$ cat src/nfi_cfg.svh
// Constants of the network fault injector.
`ifndef NFI_CFG_SVH
`define NFI_CFG_SVH
`define NFI_NUM_PHYS 8
`define NFI_NUM_LOG 8
`define NFI_LOG_W 3
`define NFI_TIMER_W 24
`define NFI_LOCAL_TB_DIV 25
`define NFI_MODE_RESET 2'h0
`define NFI_MAP_RESET 3'h0
`endif

$ cat src/nfi_pkg.sv
// Types of the network fault injector.
package nfi_pkg;
	typedef enum logic [1:0] {
		NFI_NORMAL = 2'h0,
		NFI_PASSIVE = 2'h1,
		NFI_ACTIVE = 2'h2
	} nfi_mode_t;
	typedef enum logic [2:0] {
		NFI_ST_IDLE = 3'h1,
		NFI_ST_DELAY = 3'h2,
		NFI_ST_APPLY = 3'h4
	} nfi_state_t;
endpackage : nfi_pkg

$ cat src/nfi_top.sv
// Network fault insertion channels with experiment sync and timers.
//
// Notes on behaviour
// [RULE_01] Eight physical channels, each breaking one network link between in and out.
// [RULE_02] Each physical channel maps to a logical channel; faults are set per logical.
// [RULE_03] Failing a logical channel fails all its physical channels together, same mode.
// [RULE_04] Normal mode passes the channel input straight to the output.
// [RULE_05] Passive mode holds the output low.
// [RULE_06] Active mode holds the output high.
// [RULE_07] Each connector indicator: green normal, dark passive, red active.
// [RULE_08] The chosen mode applies equally to the in and out connectors.
// [RULE_09] Drive a host ready sync output to the processor under test.
// [RULE_10] The processor's sync input gates all experiment timekeeping.
// [RULE_11] Each sync signal has an indicator: red for stop, green for run.
// [RULE_12] One timebase for all timekeeping, local or external selectable.
// [RULE_13] With external timebase selected, the processor supplies the timebase clock.
// [RULE_14] Timebase, sync and control go out on the experiment bus lines.
// [RULE_15] Timing is aligned with simulators and the system under test.
// [RULE_16] One timer counts experiment time, a second delays fault insertion.
// [RULE_17] Both timers are 24 bits wide.
// [RULE_18] Pending modes apply when the delay timer expires; reset leaves all normal.
// [RULE_19] Map and mode storage are host written and act on timebase ticks; map writes take effect on the next mclk edge, without a tick.
`include "nfi_cfg.svh"
`timescale 1ns/1ps
`default_nettype none

module nfi_top #(
	parameter int NPHYS = `NFI_NUM_PHYS,
	parameter int NLOG = `NFI_NUM_LOG,
	parameter int LW = `NFI_LOG_W,
	parameter int TW = `NFI_TIMER_W,
	parameter int TB_DIV = `NFI_LOCAL_TB_DIV
) (
	input wire logic mclk,
	input wire logic resetn,
	// Network link pins, in connector side and out connector side
	input wire logic [NPHYS-1:0] link_a_in,
	input wire logic [NPHYS-1:0] link_b_in,
	output logic [NPHYS-1:0] link_a_out,
	output logic [NPHYS-1:0] link_b_out,
	// Indicators, one bit per colour
	output logic [NPHYS-1:0] led_a_green,
	output logic [NPHYS-1:0] led_a_red,
	output logic [NPHYS-1:0] led_b_green,
	output logic [NPHYS-1:0] led_b_red,
	// Host control
	input wire logic map_we,
	input wire logic [LW-1:0] map_phys,
	input wire logic [LW-1:0] map_log,
	input wire logic mode_we,
	input wire logic [LW-1:0] mode_log,
	input wire logic [1:0] mode_val,
	input wire logic [TW-1:0] delay_load,
	input wire logic host_ready,
	input wire logic tb_ext_sel,
	input wire logic exp_clear,
	// Processor under test
	input wire logic put_sync_in,
	input wire logic put_timebase_in,
	output logic host_ready_sync,
	output logic led_hrs_green,
	output logic led_hrs_red,
	output logic led_put_green,
	output logic led_put_red,
	// Experiment bus
	output logic xbus_tick,
	output logic xbus_sync,
	output logic xbus_run,
	// Status
	output logic [TW-1:0] exp_time,
	output logic [TW-1:0] delay_time,
	output logic fault_pending,
	output logic fault_applied
);

	// ==========================================================
	// State
	// ==========================================================
	typedef struct packed {
		logic [NPHYS-1:0] a_s1;
		logic [NPHYS-1:0] a_s2;
		logic [NPHYS-1:0] b_s1;
		logic [NPHYS-1:0] b_s2;
		logic sync_s1;
		logic sync_s2;
		logic tb_s1;
		logic tb_s2;
		logic tb_d;
		logic [7:0] div;
		logic tick;
		logic [NPHYS-1:0][LW-1:0] map;
		logic [NLOG-1:0][1:0] mode_pend;
		logic [NLOG-1:0][1:0] mode_act;
		logic [TW-1:0] exp_t;
		logic [TW-1:0] dly_t;
		nfi_pkg::nfi_state_t st;
		logic [NPHYS-1:0] a_o;
		logic [NPHYS-1:0] b_o;
		logic [NPHYS-1:0] ag;
		logic [NPHYS-1:0] ar;
		logic [NPHYS-1:0] bg;
		logic [NPHYS-1:0] br;
		logic hrs;
		logic applied;
	} nfi_state_s_t;

	nfi_state_s_t s_reg;
	nfi_state_s_t s_next;

	// Output level of one channel for its mode
	function automatic logic nfi_drive(input logic [1:0] m, input logic d);
		case (m)
			nfi_pkg::NFI_PASSIVE: nfi_drive = 1'b0; // RULE_05
			nfi_pkg::NFI_ACTIVE: nfi_drive = 1'b1; // RULE_06
			default: nfi_drive = d; // RULE_04
		endcase
	endfunction : nfi_drive

	// ==========================================================
	// Next state
	// ==========================================================
	always_comb begin
		logic [1:0] m;
		logic run;
		m = 2'h0;
		run = 1'b0;
		s_next = s_reg;
		// Two-flop synchronisers on the link, sync and timebase inputs
		s_next.a_s1 = link_a_in;
		s_next.a_s2 = s_reg.a_s1;
		s_next.b_s1 = link_b_in;
		s_next.b_s2 = s_reg.b_s1;
		s_next.sync_s1 = put_sync_in;
		s_next.sync_s2 = s_reg.sync_s1;
		s_next.tb_s1 = put_timebase_in;
		s_next.tb_s2 = s_reg.tb_s1;
		s_next.tb_d = s_reg.tb_s2;
		// Common timebase tick, local divider or external edge
		s_next.tick = 1'b0;
		if (s_reg.div >= 8'(TB_DIV - 1)) begin
			s_next.div = 8'h00;
		end else begin
			s_next.div = s_reg.div + 8'h01;
		end
		if (tb_ext_sel) begin // RULE_12 RULE_13
			s_next.tick = s_reg.tb_s2 & ~s_reg.tb_d;
		end else begin
			s_next.tick = (s_reg.div == 8'(TB_DIV - 1)); // RULE_12
		end
		run = s_reg.sync_s2;
		// Host writes to control storage
		if (map_we) begin // RULE_02 RULE_19
			s_next.map[map_phys] = map_log;
		end
		if (mode_we) begin // RULE_19
			s_next.mode_pend[mode_log] = mode_val;
			if (s_reg.st == nfi_pkg::NFI_ST_IDLE ||
			    s_reg.st == nfi_pkg::NFI_ST_APPLY) begin
				s_next.st = nfi_pkg::NFI_ST_DELAY;
				s_next.dly_t = delay_load;
				s_next.applied = 1'b0;
			end
		end
		// Timers advance only on timebase ticks while sync says run
		if (exp_clear) begin
			s_next.exp_t = '0;
		end else if (s_reg.tick && run) begin // RULE_10 RULE_16 RULE_17
			s_next.exp_t = s_reg.exp_t + 1'b1;
		end
		case (s_reg.st)
			nfi_pkg::NFI_ST_IDLE: begin
			end
			nfi_pkg::NFI_ST_DELAY: begin
				if (s_reg.tick && run) begin // RULE_16 RULE_19
					if (s_reg.dly_t == '0) begin
						s_next.mode_act = s_next.mode_pend; // RULE_18 RULE_03
						s_next.st = nfi_pkg::NFI_ST_APPLY;
						s_next.applied = 1'b1;
					end else if (!mode_we) begin
						s_next.dly_t = s_reg.dly_t - 1'b1;
					end
				end
			end
			nfi_pkg::NFI_ST_APPLY: begin
			end
			default: begin
				s_next.st = nfi_pkg::NFI_ST_IDLE;
			end
		endcase
		// Channel outputs and indicators, same mode on both sides
		for (int i = 0; i < NPHYS; i++) begin
			m = s_reg.mode_act[s_reg.map[i]]; // RULE_03
			s_next.a_o[i] = nfi_drive(m, s_reg.a_s2[i]); // RULE_01 RULE_08
			s_next.b_o[i] = nfi_drive(m, s_reg.b_s2[i]); // RULE_08
			// Code 3 passes data like normal, so it must also light green
			s_next.ag[i] = (m != nfi_pkg::NFI_PASSIVE) &&
				(m != nfi_pkg::NFI_ACTIVE); // RULE_07
			s_next.ar[i] = (m == nfi_pkg::NFI_ACTIVE); // RULE_07
			s_next.bg[i] = (m != nfi_pkg::NFI_PASSIVE) &&
				(m != nfi_pkg::NFI_ACTIVE); // RULE_07
			s_next.br[i] = (m == nfi_pkg::NFI_ACTIVE); // RULE_07
		end
		s_next.hrs = host_ready; // RULE_09
		if (!resetn) begin
			s_next = '0;
			s_next.st = nfi_pkg::NFI_ST_IDLE;
			for (int j = 0; j < NLOG; j++) begin
				s_next.mode_pend[j] = `NFI_MODE_RESET; // RULE_18
				s_next.mode_act[j] = `NFI_MODE_RESET; // RULE_18
			end
			for (int k = 0; k < NPHYS; k++) begin
				s_next.map[k] = `NFI_MAP_RESET;
			end
		end
	end

	always_ff @(posedge mclk) begin
		s_reg <= s_next;
	end

	// ==========================================================
	// Outputs
	// ==========================================================
	assign link_a_out = s_reg.a_o;
	assign link_b_out = s_reg.b_o;
	assign led_a_green = s_reg.ag;
	assign led_a_red = s_reg.ar;
	assign led_b_green = s_reg.bg;
	assign led_b_red = s_reg.br;
	assign host_ready_sync = s_reg.hrs;
	assign led_hrs_green = s_reg.hrs; // RULE_11
	assign led_hrs_red = ~s_reg.hrs; // RULE_11
	assign led_put_green = s_reg.sync_s2; // RULE_11
	assign led_put_red = ~s_reg.sync_s2; // RULE_11
	assign xbus_tick = s_reg.tick; // RULE_14 RULE_15
	assign xbus_sync = s_reg.sync_s2; // RULE_14
	assign xbus_run = s_reg.hrs; // RULE_14
	assign exp_time = s_reg.exp_t;
	assign delay_time = s_reg.dly_t;
	assign fault_pending = (s_reg.st == nfi_pkg::NFI_ST_DELAY);
	assign fault_applied = s_reg.applied;

endmodule : nfi_top

`default_nettype wire

$ cat config.mk
export PLATFORM = sky130hd
export DESIGN_NAME = nfi_top
export DESIGN_NICKNAME = d
export VERILOG_FILES = /design/src/nfi_pkg.sv /design/src/nfi_top.sv
export VERILOG_INCLUDE_DIRS = /design/src /design/src/src
export SDC_FILE = /design/constraint.sdc
export NUM_CORES = 1
export LEC_CHECK = 0
export BUFFER_PORTS_ARGS = -buffer_cell sky130_fd_sc_hd__buf_2
export CAP_MARGIN = 20
export CORE_MARGIN = 4
export CORE_UTILIZATION = 60
export DETAILED_ROUTE_END_ITERATION = 10
export HOLD_SLACK_MARGIN = 0.06
export PLACE_DENSITY_LB_ADDON = 0.3
export RECOVER_POWER = 25
export SLEW_MARGIN = 20
export SYNTH_ARGS = -nofsm -noshare
export SYNTH_HDL_FRONTEND = slang
export SYNTH_SLANG_ARGS = --single-unit
$ cat constraint.sdc
create_clock -name mclk -period 5.1 [get_ports mclk]
set_input_delay 0.51 -clock mclk [delete_from_list [all_inputs] [get_ports mclk]]
set_output_delay 0.51 -clock mclk [all_outputs]
set_load 0.01 [all_outputs]
==> impl.org, run 1 <==
** Run status
- The run finished with clean final reports.

** Layout
- After filler insertion, the fill cell instance count of the layout stands at 1237.
- # nets final :: 1018
- Final core area utilization :: 65.9%
- Largest register FFs :: 103
- The area growth from synthesis to layout is 7.71%.
- Proportion of layout cells with a drive suffix above 1 :: 24.2%
- The repair_antennas step left the layout with diodes totalling 0.

** Yosys
- Summing the areas of all xor and xnor instances in the mapped netlist gives 2.95% of the synthesized area.
- Yosys mapped a number of flops with a built-in enable equal to 0.
- Summing the areas of all compound-gate instances in the mapped netlist gives 8.79% of the synthesized area.
- Yosys printed 0 warnings.
- Post-synthesis instance area :: 0.00889 sq mm
- Summing the areas of all fa, ha and maj instances in the mapped netlist gives 1.69% of the synthesized area.
- Multiplexer cells account for 14.8% of the synthesized area.
- Count of different cell masters after synthesis :: 60
- Synth Area in Simple Gates :: 18.7%
- Sequential element share of the synthesized area :: 42.1%
- Averaged over all synthesized cells, the footprint is 9.87 sq um.
- Main combinational cell family by area after synthesis :: simple AND/OR/NAND/NOR gates
- Synthesis produced a netlist whose cell count is 901.
- Register bit total from synthesis :: 187
- After synthesis, the share of flip-flops with an asynchronous set or reset is 0%.
- Primary FF master, synth :: dfxtp_1

** Place
- Port Buffer Count :: 165
- HPWL reported at the end of detailed placement :: 13200 microns
- Routability Congestion :: 0.879

** CTS
- The clock drives 187 sinks.
- TritonCTS clock tree :: built
- Maximum buffer depth of the clock tree :: 2
- After clock tree synthesis, the repair step resized 0 gates.
- For the worst-skew pair, the clock arrives at the later sink with an insertion delay of 0.43 ns.
- The tree is rooted in a clkbuf_16.
- After clock tree synthesis, the clock-pin slew on the worst setup and hold paths is 0.07 ns.
- Hold buffers post-CTS :: 0
- In this run the number of H-tree levels came out at 4.
- In this run, CTS created clock tree buffers numbering 17.
- Buffers added to address setup during post-CTS repair amount to 0.

** Pwr
- VDD sags by at most 0.000220 V.
- PwrDens :: 322 mW/mm^2
- Total chip power :: 3090 uW
- The analysis attributes to cell leakage a power of 0.00383 uW.

** STA
- Final worst-path cycle share :: 54.3%
- At the pin with the least slew margin, the transition time is 0.994 ns.
- Setup repair after global routing left no endpoint under its margin.
- The worst pin sits at a relative slew slack of 33.6%.
- The clock period could shrink to 2.77 ns.
- Based on the critical path, the design can be clocked at up to 361 MHz.
- Final hold analysis gives a worst-case slack of 0.286 ns.
- The number of max-slew violations in the final report came to 0.
- Setup TNS :: 0 ns
- Number of setup violations in the final report :: 0
- Between clock sinks in the finished design, the worst skew comes to 0.0128 ns.
- Final-report hold violation count :: 0

** Worst setup path
- Startpoint of the lowest-slack register-to-register path :: delay_time[0]$_SDFF_PN0_
- Register-to-Register Setup Slack :: 2.33 ns
- In this run the worst path has a maximum fanout of 34.
- Counting cells, the worst reg-to-reg path comes to 8.
- Following the worst setup path forward leads to its endpoint at s_reg[114]$_SDFFE_PN0P_.
- Startpoint of the most critical setup path :: delay_time[0]$_SDFF_PN0_
- The worst setup path is of the reg -> reg kind.
- Category of the worst setup path launch point :: flip-flop
- STA puts the critical path data required time at 5.43 ns.
- The worst register-to-register path ends at s_reg[114]$_SDFFE_PN0P_.
- Data arrives at the worst endpoint at 3.10 ns.
- STA classifies the critical path endpoint as a flip-flop.

** Floorplan
- Core region area :: 0.0145 sq mm
- For this configuration, the core starts out at a cell density of 61.2%.
- Die Outline Area :: 0.0168 sq mm
- Die height :: 130 microns
- Site row count :: 44
- Die width :: 130 microns
- 166 I/O pins were placed.

** Drt
- The first detailed-routing pass ran for 5 iterations.
- DRC :: 0
- Detailed Route WL :: 18900 microns
- After detailed routing, the number of vias per cell comes to 5.66.
- Summing over every cut layer, the via total after detailed routing is 6464.
- Iteration-0 DRC Markers :: 383
- After detailed routing, the average wire length per cell comes to 16.6 microns.
- In this run the remaining antenna-violating nets after routing total 0.

** GRT
- Wire length of the first global-routing pass :: 29800 microns
- Total routing usage reported by global routing :: 22.3%
- Gr ovfl total :: 0
- Entering global routing, the biggest net connects 66 pins.
- The initial antenna violation count was 0.
- The number of global-route vias before repair was 5927.

** Flow run
- The tool flagged a number of max-cap violations equal to 0.

** Worst hold path
- The worst hold path belongs to the class in -> reg.
## synth_stat cells (all sizes together), types with 17 or more instances
cell type,count,area share [%]
dfxtp,187,42
buf,107,8.9
nor2,104,4.4
and2,56,3.9
mux2i,49,5.5
nand2,49,2.1
clkbuf,38,1.6
a21oi,33,1.9
mux4,32,8.1
xor2,19,1.9
a211oi,17,2.1
nand3,17,0.96
## power breakdown
| part | internal [uW] | total, uW | switching (uW) |
|---|---|---|---|
| logic | 112 | 278 | 166 |
| clock network | 707 | 1270 | 561 |
| registers | 1510 | 1540 | 37.8 |
## per-layer routing
| layer | up-vias | GRT usage (%) | share of wire, % |
|---|---|---|---|
| met5 | - | 0 | 0 |
| met4 | 0 | 6.78 | 1.3 |
| met2 | 258 | 37.5 | 49 |
| li1 | 3147 | - | - |
| met1 | 3035 | 29.2 | 42 |
| met3 | 24 | 4.71 | 7.9 |
## logic make-up (layout without fill, tap and decap cells)
family                   count (synthesis)  in the layout
XOR/XNOR                                30             30
flip-flops                             187            187
AND/OR/NAND/NOR                        318            318
adder cells (fa/ha/maj)                 12             12
AO/OA/AOI/OAI                          107            107
buffers and inverters                  156            212
multiplexers                            90             90
other                                    1              3
## cell usage in the layout, fill, tap and decap left out, types with 4 or more instances in the layout
cell type and n:
dfxtp_1 187, buf_2 132, nor2_1 102, mux2i_1 49, nand2_1 49, and2_1 46
clkbuf_1 35, a21oi_1 33, mux4_2 32, xor2_1 19, nand3_1 17, clkbuf_16 17
nand2b_1 14, nand4_1 12, a211oi_2 12, ha_1 12, xnor2_1 11, nor3_1 11
inv_1 10, and2_0 10, or3_1 10, o21ai_0 10, mux2_2 9, and3_1 9
nand4b_1 8, a31oi_1 6, nor4_1 5, o211ai_1 5, a211oi_1 5, o21a_1 5
nor3b_1 4, o311ai_0 4, a32oi_1 4, o31ai_1 4, buf_4 4
## stage by stage
stage	worst slack, ns	cells	cell area, sq um
4_1_cts	2.35	1143	9620
5_1_grt	2.11	1143	9580
2_1_floorplan	2.82	903	8900
3_3_place_gp	2.49	1111	9050
6_report	2.33	1143	9580
3_5_place_dp	2.40	1111	9050
## final cells by class
cell class | count | area (sq um) | area share [%]
Multi-Input combinational cell | 560 | 4180 | 43.6
Sequential cell | 187 | 3740 | 39.1
Timing Repair Buffer | 169 | 815 | 8.50
Clock buffer | 21 | 460 | 4.81
Tap cell | 184 | 230 | 2.40
Clock inverter | 11 | 110 | 1.15
Inverter | 11 | 41.3 | 0.431
## worst min-delay path by stage
stage                                     start                       end  slack, ns  depth (start not counted)
after floorplan           s_reg[170]$_SDFF_PN0_  led_put_green$_SDFF_PN0_       0.41                          1
after global placement    s_reg[202]$_SDFF_PN0_     s_reg[194]$_SDFF_PN0_       0.41                          1
after detailed placement  s_reg[181]$_SDFF_PN0_     s_reg[173]$_SDFF_PN0_       0.42                          1
after CTS                           put_sync_in     s_reg[170]$_SDFF_PN0_       0.27                          2
after global routing            put_timebase_in     s_reg[168]$_SDFF_PN0_       0.26                          2
final                               put_sync_in     s_reg[170]$_SDFF_PN0_       0.29                          2
## critical path, stage by stage, from the launching register on
cell and delay [ns]:
dfxtp_1 0.36, inv_1 0.10, ha_1 0.24, nor4b_2 0.53
nand4_1 0.46, nor4_4 0.25, buf_4 0.40, nor2_1 0.09
a211oi_1 0.24
Power figures use the tool's default switching activity.
==> run 2, diff against run 1 <==
--- a/config.mk
+++ b/config.mk
@@ -9,7 +9,7 @@
 export BUFFER_PORTS_ARGS = -buffer_cell sky130_fd_sc_hd__buf_2
 export CAP_MARGIN = 20
 export CORE_MARGIN = 4
-export CORE_UTILIZATION = 60
+export CORE_UTILIZATION = 50
 export DETAILED_ROUTE_END_ITERATION = 10
 export HOLD_SLACK_MARGIN = 0.06
 export PLACE_DENSITY_LB_ADDON = 0.3
==> constraint.sdc (replaced) <==
create_clock -name mclk -period 2.5 [get_ports mclk]
set_input_delay 0.25 -clock mclk [delete_from_list [all_inputs] [get_ports mclk]]
set_output_delay 0.25 -clock mclk [all_outputs]
set_load 0.01 [all_outputs]
==> run 2 against run 1 <==
Worst setup slack worse by 2.1 ns. Sequential power is 100% higher. Largest cell class unchanged. Die area is 19% higher. Utilization is 8.2 points lower. Clock power is 100% higher. Sequential cell count stayed put. Wire length is 5.5% higher. Sequential share of layout area is 1.7 points lower. Worst hold slack worse by 0.20 ns. Combinational power is 130% higher.
==> impl.org, run 2 (same netlist as run 1, synthesis figures left out) <==
** Run status
- Outcome :: finished clean

** STA
- Slew Limit Headroom :: 33.3% (-0.36 points)
- The minimum hold slack came to 0.0827 ns (-0.204 ns).
- The final worst-path cycle share came to 91.4% (+37 points).
- Final worst-path setup slack :: 0.216 ns (-2.12 ns)
- The final-report setup violation count was 0 (unchanged).
- The peak clock frequency supported by timing came to 438 MHz (+21%).
- Setup repair after global routing missed its margin :: no
- Max-slew violations :: 0 (unchanged)
- Final-report hold violation count :: 0 (unchanged)
- Final worst path period need :: 2.28 ns (-0.483 ns)
- Post-Route Skew :: 0.0135 ns (+0.000739 ns)
- Setup TNS :: 0 ns (unchanged)
- Worst Tran Pin Value :: 1.00 ns (+0.00684 ns)

** Drt
- Post-DR wirelength/cell :: 16.3 microns (-1.4%)
- Detailed-router iteration count before antenna repair :: 4 (-1)
- The residual antenna-violating net count after detailed routing came to 0 (unchanged).
- The starting DRC count in detailed routing was 505 (+32%).
- The via count of the routed design came to 6573 (+1.7%).
- DRC :: 0 (unchanged)
- Detailed Route WL :: 20000 microns (+5.5%)
- The number of vias per cell is 5.37 (-5.0%).

** Layout
- Top library cells by usage in the layout, fill and taps aside :: 187 x dfxtp_1, 159 x buf_2, 102 x nor2_1, 49 x mux2i_1, 49 x nand2_1
- Compared with the post-synthesis result, the final layout area differs by 12.6%.
- The count of fill cells added during filler insertion came to 1536 (+24%).
- The count of inserted antenna diode cells came to 0 (unchanged).
- The flip-flop count of the largest register, all copies and words added is 103 (unchanged).
- Proportion of layout cells with a drive suffix above 1 :: 27.9% (+3.7 points)
- The net count reported at finish came to 1057 (+3.8%).
- Most frequent standard cell in the layout excluding fill and tap cells :: dfxtp_1

** Pwr
- The switching power was 1650 uW (+120%).
- Internal Power :: 4680 uW (+100%)
- Total chip power :: 6330 uW (+100%)
- The peak ir drop on the vdd network is 0.000485 V (+120%).
- Proportion of power drawn by combinational gates :: 10.3% (+1.3 points)
- PwrDens :: 632 mW/mm^2 (+96%)
- The switching power share of the total was 26.1% (+1.3 points).
- Fraction of power consumed by sequential logic :: 49.6% (-0.4 points)
- The clock network fraction of total power came to 40.1% (-0.9 points).
- Cell leakage power :: 0.00411 uW (+7.2%)

** Floorplan
- Die width :: 141 microns (+9.0%)
- Die Outline Area :: 0.0200 sq mm (+19%)
- Starting density of the core :: 51.2% (-10 points)
- Core region area :: 0.0174 sq mm (+19%)
- Site row count :: 48 (+9.1%)
- The die extent in y came to 141 microns (+9.0%).
- The number of ports placed on the die boundary was 166 (unchanged).

** GRT
- The number of global-route vias before repair came to 6358 (+7.3%).
- The first-pass GRT wire length came to 32300 microns (+8.2%).
- Number of antenna violations at the first check in global routing :: 0 (unchanged)
- Pin count of the biggest net entering global routing :: 92 (+39%)
- Total routing usage reported by global routing :: 20.0% (-2.3 points)
- Gr ovfl total :: 0 (unchanged)

** Worst setup path
- Worst path bufs/invs :: 1 (-1)
- The kind of cell with the highest combined delay along the critical path is simple AND/OR/NAND/NOR gates.
- The data required time of the worst path came to 2.84 ns (-2.59 ns).
- The critical path in this run is classified as reg -> reg.
- The worst register-to-register path begins at delay_time[9]$_SDFF_PN0_.
- Category of the worst setup path launch point :: flip-flop
- Worst R2R End :: s_reg[110]$_SDFFE_PN0P_
- Maximum fanout count along the critical path :: 15 (-56%)
- The total stage count of the critical path is 6 (-2).
- Worst reg2reg path depth :: 6 (-2)
- Slowest stage cell, crit path :: or4_4
- Register-to-Register Setup Slack :: 0.22 ns (-2.12 ns)
- The peak per-stage delay on the critical path was 0.55 ns (+0.02 ns).
- Traced cell by cell, the critical path runs through or4_4 > or3b_4 > nor4_4 > buf_4 > nor2_1 > a211oi_1.
- STA classifies the critical path endpoint as a flip-flop.
- The critical path arrival is 2.62 ns (-0.48 ns).

** Place
- Worst slack at placement :: 0.0847 ns (-2.31 ns)
- The number of port buffers came to 165 (unchanged).
- Routability Congestion :: 0.840 (-4.4%)
- HPWL reported at the end of detailed placement :: 14100 microns (+6.2%)

** Worst hold path
- Worst hold-check path type :: in -> reg
- For hold timing, the worst endpoint is delay_time[20]$_SDFF_PN0_.
- In this run the most critical hold path is launched from delay_load[20].
- Hold Crit Depth :: 3 (+1)

** CTS
- CTS Buf Count :: 17 (unchanged)
- The number of clock sinks is 187 (unchanged).
- Master cell of the clock root buffer :: clkbuf_16
- Clock-pin slew reported for the worst setup and hold paths after clock tree synthesis :: 0.07 ns (about the same)
- The level count of the clock H-tree came to 4 (unchanged).
- Clk Latency, worst-skew pair :: 0.43 ns (about the same)
- Maximum buffer depth of the clock tree :: 2 (unchanged)
- TritonCTS built the clock tree.

** Flow run
- Max_cap viols :: 0 (unchanged)
==> run 2: worst max-delay path by stage <==
stage                        startpoint                        to  slack [ns]
3_5_place_dp   delay_time[9]$_SDFF_PN0_   s_reg[112]$_SDFFE_PN0P_        0.08
6_report       delay_time[9]$_SDFF_PN0_   s_reg[110]$_SDFFE_PN0P_        0.22
2_1_floorplan  delay_time[8]$_SDFF_PN0_   s_reg[101]$_SDFFE_PN0P_        0.22
3_3_place_gp   delay_time[9]$_SDFF_PN0_   s_reg[114]$_SDFFE_PN0P_        0.22
5_1_grt        delay_time[1]$_SDFF_PN0_  delay_time[6]$_SDFF_PN0_        0.03
4_1_cts        delay_time[9]$_SDFF_PN0_   s_reg[112]$_SDFFE_PN0P_        0.07
==> run 2: power by group through the flow <==
| stage | registers (uW) | clock network [uW] | logic, uW |
|---|---|---|---|
| 6_report | 3140 | 2540 | 652 |
| 5_1_grt | 3150 | 2710 | 718 |
| 4_1_cts | 3140 | 2580 | 642 |
| 3_5_place_dp | 3210 | 0 | 612 |
| 3_3_place_gp | 3210 | 0 | 609 |
| 2_1_floorplan | 3190 | 0 | 466 |
==> run 2: what timing repair did <==
action / in CTS / in global routing
hold endpoints to repair: 22 / 0
resized for setup: 0 / 2
buffers inserted: 0 / 2
hold buffers: 22 / 0
setup endpoints to repair: 0 / 14
==> run 2: worst reg2reg max path, cell delays in order (launching register included) <==
cell and delay, ns:
dfxtp_1 0.35, or4_4 0.55, or3b_4 0.46, nor4_4 0.27, buf_4 0.28, nor2_1 0.07, a211oi_1 0.20
==> run 2: metrics by stage <==
stage | std cells | instance area (sq um) | util (%)
after floorplan | 903 | 8900 | -
after global placement | 1167 | 9230 | 53.2
after detailed placement | 1167 | 9230 | 53.2
after CTS | 1221 | 10000 | 57.6
after global routing | 1223 | 10000 | 57.7
final | 1223 | 10000 | 57.7
==> run 2: final cells by class <==
type | instances | area, sq um | area share, %
Sequential cell | 187 | 3740 | 37.4
Inverter | 11 | 41.3 | 0.412
Timing Repair Buffer | 208 | 1210 | 12.1
Multi-Input combinational cell | 560 | 4180 | 41.8
Clock inverter | 14 | 114 | 1.14
Tap cell | 225 | 282 | 2.81
Clock buffer | 18 | 439 | 4.39
==> run 2: routing by layer <==
metal  share of wire [%]  vias to the layer above  routed length [microns]  global-route usage, %
li1                    -                     3239                        -                      -
met5                   0                        -                        0                      0
met4                 1.9                        0                      384                   6.87
met3                 6.7                       32                     1330                   4.15
met2                  47                      248                     9420                   32.8
met1                  44                     3054                     8840                   26.5
==> run 3, diff against run 2 <==
--- a/config.mk
+++ b/config.mk
@@ -9,11 +9,12 @@
 export BUFFER_PORTS_ARGS = -buffer_cell sky130_fd_sc_hd__buf_2
 export CAP_MARGIN = 20
 export CORE_MARGIN = 4
-export CORE_UTILIZATION = 50
+export CORE_UTILIZATION = 60
 export DETAILED_ROUTE_END_ITERATION = 10
 export HOLD_SLACK_MARGIN = 0.06
 export PLACE_DENSITY_LB_ADDON = 0.3
 export RECOVER_POWER = 25
+export SETUP_SLACK_MARGIN = 0.4
 export SLEW_MARGIN = 20
 export SYNTH_ARGS = -nofsm -noshare
 export SYNTH_HDL_FRONTEND = slang
==> constraint.sdc (replaced) <==
create_clock -name mclk -period 2.65 [get_ports mclk]
set_input_delay 0.265 -clock mclk [delete_from_list [all_inputs] [get_ports mclk]]
set_output_delay 0.265 -clock mclk [all_outputs]
set_load 0.01 [all_outputs]
==> run 3 against run 2 <==
The run now ends with capacitance limit, slew limit left. Maximum frequency is 0.48% higher. Sequential power is 5% lower. Sequential cell count stayed put. Register-to-register slack better by 0.16 ns. Worst hold slack worse by 0.0039 ns. Combinational power is 3% lower. Worst setup slack better by 0.16 ns. Critical path type unchanged. Critical endpoint is now s_reg[108]$_SDFFE_PN0P_. Largest power group unchanged. Highest routed layer unchanged.
==> impl.org, run 3 (same netlist as run 1, synthesis figures left out) <==
** Run status
- Outcome :: finished with violations
- The checks that failed: capacitance limit, slew limit.

** GRT
- The number of global-route vias before repair is 6150 (-3.3%).
- Gr ovfl total :: 0 (unchanged)
- Pin count of the biggest net entering global routing :: 92 (unchanged)
- The first-pass GRT wire length came to 31000 microns (-3.9%).
- Number of antenna violations at the first check in global routing :: 0 (unchanged)
- The overall fraction of global-route tracks in use came to 23.3% (+3.3 points).

** STA
- Slew Limit Headroom :: -51.5% (-85 points)
- Final-report hold violation count :: 0 (unchanged)
- The final-report setup violation count is 0 (unchanged).
- The number of max-slew violations in the final report is 61 (+61).
- Final worst path period need :: 2.27 ns (-0.0108 ns)
- Upper clock frequency limit :: 440 MHz (+0.48%)
- Setup repair after global routing could not meet its margin everywhere.
- The pin slew with the least headroom to its limit is 2.27 ns (+1.27 ns).
- Final worst-path setup slack :: 0.376 ns (+0.161 ns)
- Post-Route Skew :: 0.00844 ns (-0.00505 ns)
- Final worst-path cycle share :: 85.8% (-5.6 points)
- The total negative slack for setup checks was 0 ns (unchanged).

** Worst hold path
- Worst hold-check path type :: in -> reg
- Worst min-delay path startpoint :: link_b_in[2]
- Hold Crit Depth :: 2 (-1)
- The path with the worst hold slack has its endpoint at s_reg[181]$_SDFF_PN0_.

** Drt
- Average vias per placed instance :: 5.73 (+6.7%)
- The first-pass detailed-route iteration total was 4 (unchanged).
- Residual antenna-violating net count after detailed routing :: 0 (unchanged)
- DRC :: 0 (unchanged)
- Post-DR wirelength/cell :: 17.4 microns (+6.3%)
- Total via count after detailed routing :: 6767 (+3.0%)
- The starting DRC count in detailed routing was 424 (-16%).
- Detailed Route WL :: 20500 microns (+2.6%)

** Worst setup path
- The peak per-stage delay on the critical path was 0.57 ns (+0.02 ns).
- The buffers plus inverters on the worst setup path came to 2 (+1).
- The maximum fanout along the worst path came to 8 (-7).
- The largest individual stage delay along the critical path comes from the cell or4_4.
- The register-to-register setup slack was 0.38 ns (+0.16 ns).
- The worst setup path is captured at a flip-flop.
- CP Data Arrival Time :: 2.62 ns (about the same)
- The cell depth of the worst flop-to-flop path was 7 (+1).
- The worst setup path is of the reg -> reg kind.
- The signal on the critical path passes through or4_4 > or3b_4 > nor4_4 > buf_6 > clkbuf_16 > nor2_1 > a211oi_2.
- In this run the critical register-to-register path is launched from delay_time[11]$_SDFF_PN0_.
- Required time of the critical path :: 3.00 ns (+0.16 ns)
- STA classifies the critical path startpoint as a flip-flop.
- The endpoint identified for the worst register-to-register timing path is s_reg[108]$_SDFFE_PN0P_.
- Kind of cell with the highest combined delay on the critical path :: simple AND/OR/NAND/NOR gates

** Layout
- The fraction of final layout cells sized beyond drive strength 1 is 29.1% (+1.3 points).
- The top cell types in the final layout, fill and taps aside, are 183 x dfxtp_1, 162 x buf_2, 102 x nor2_1, 49 x mux2i_1, 48 x nand2_1.
- Area overhead of the layout relative to synthesis :: 13.6%
- The net count reported at finish is 1056 (-0.095%).
- The count of inserted antenna diode cells came to 0 (unchanged).
- The count of fill cells added during filler insertion is 1126 (-27%).
- Largest register FFs :: 103 (unchanged)
- The number of standard cells in the final layout excluding fillers was 1180 (-3.5%).
- The library cell used most frequently in the layout, excluding fill and tap cells, is dfxtp_1.
- The final standard cell utilization of the core is 69.6% (+12 points).

** Place
- Cell Count Post-Placement :: 1115 (-4.5%)
- Port Buffer Count :: 165 (unchanged)
- The final weighted congestion of routability-driven global placement is 0.868 (+3.3%).
- The HPWL after detailed placement is 13300 microns (-5.3%).
- Worst slack at placement :: 0.312 ns (+0.227 ns)

** CTS
- Maximum buffer depth of the clock tree :: 2 (unchanged)
- Master cell of the clock root buffer :: clkbuf_16
- The number of clock sinks came to 187 (unchanged).
- Clk Latency, worst-skew pair :: 0.44 ns (about the same)
- The level count of the clock H-tree came to 4 (unchanged).
- Clock-pin slew reported for the worst setup and hold paths after clock tree synthesis :: 0.07 ns (about the same)
- TritonCTS clock tree :: built
- The number of buffers created by CTS was 17 (unchanged).

** Floorplan
- Die width :: 130 microns (-8.2%)
- The initial core utilization is 61.2% (+10 points).
- The die extent in y was 130 microns (-8.2%).
- Number of I/O pins :: 166 (unchanged)
- Die Outline Area :: 0.0168 sq mm (-16%)
- Site row count :: 44 (-8.3%)
- Core region area :: 0.0145 sq mm (-16%)

** Pwr
- The power per standard cell area was 604 mW/mm^2 (-4.4%).
- The reported leakage power was 0.00416 uW (+1.3%).
- The peak ir drop on the vdd network came to 0.000459 V (-5.4%).
- The overall power of the completed layout was 6110 uW (-3.5%).

** Flow run
- Max_cap viols :: 1 (+1)
[run 3: cell count changes in the layout (fill, tap and decap cells not counted), moves of 3 or more]
cell / delta
and2_0: +5
and2_1: -5
buf_4: -5
clkinv_4: -4
dfxtp_1: -4
dlygate4sd3_1: -4
buf_2: +3
clkbuf_16: +3
dfxtp_2: +3
[run 3: area by class of cell]
cell class	instances	area, sq um	share of cell area (%)
multi-input combinational	561	4250	42.0
sequential	187	3750	37.1
timing repair buffer	206	1270	12.5
clock buffer	19	433	4.28
tap	184	230	2.28
clock inverter	12	139	1.37
inverter	11	41.3	0.408
[run 3: power breakdown]
group / switching (uW) / leakage (uW) / internal (uW)
clock network: 1100 / 0.000273 / 1400
registers: 75.6 / 0.00153 / 2900
logic: 357 / 0.00236 / 277
[run 3: metrics by stage]
stage | cell area, sq um | hold slack [ns]
global route | 10100 | 0.0671
CTS | 9930 | 0.0614
detailed placement | 9110 | 0.419
global placement | 9110 | 0.413
finish | 10100 | 0.0788
floorplan | 8910 | 0.366
[run 3: timing repair]
action                     in CTS  in global routing
gates cloned                    0                  6
pin swaps                       2                 12
buffers inserted                5                  5
hold buffers                   18                  0
setup endpoints to repair      32                 40
hold endpoints to repair       18                  0
gates resized for setup         4                 14
[run 3: worst max-delay path by stage]
stage,cells past startpoint,startpoint,end,slack (ns)
2_1_floorplan,7,delay_time[8]$_SDFF_PN0_,s_reg[101]$_SDFFE_PN0P_,0.45
3_3_place_gp,5,delay_time[8]$_SDFF_PN0_,delay_time[6]$_SDFF_PN0_,0.39
3_5_place_dp,6,delay_time[8]$_SDFF_PN0_,s_reg[114]$_SDFFE_PN0P_,0.31
4_1_cts,6,delay_time[8]$_SDFF_PN0_,s_reg[114]$_SDFFE_PN0P_,0.37
5_1_grt,4,resetn,s_reg[51]$_SDFF_PN0_,0.20
6_report,7,delay_time[11]$_SDFF_PN0_,s_reg[108]$_SDFFE_PN0P_,0.38
[run 3: layer usage]
metal  GRT usage, %  vias to the layer above  routed length [microns]  share of wire, %
met3           5.77                       32                     1520               7.4
met5              0                        -                        0                 0
li1               -                     3226                        -                 -
met1           30.1                     3212                     8540                42
met2           38.9                      297                    10000                49
met4           7.21                        0                      401               2.0
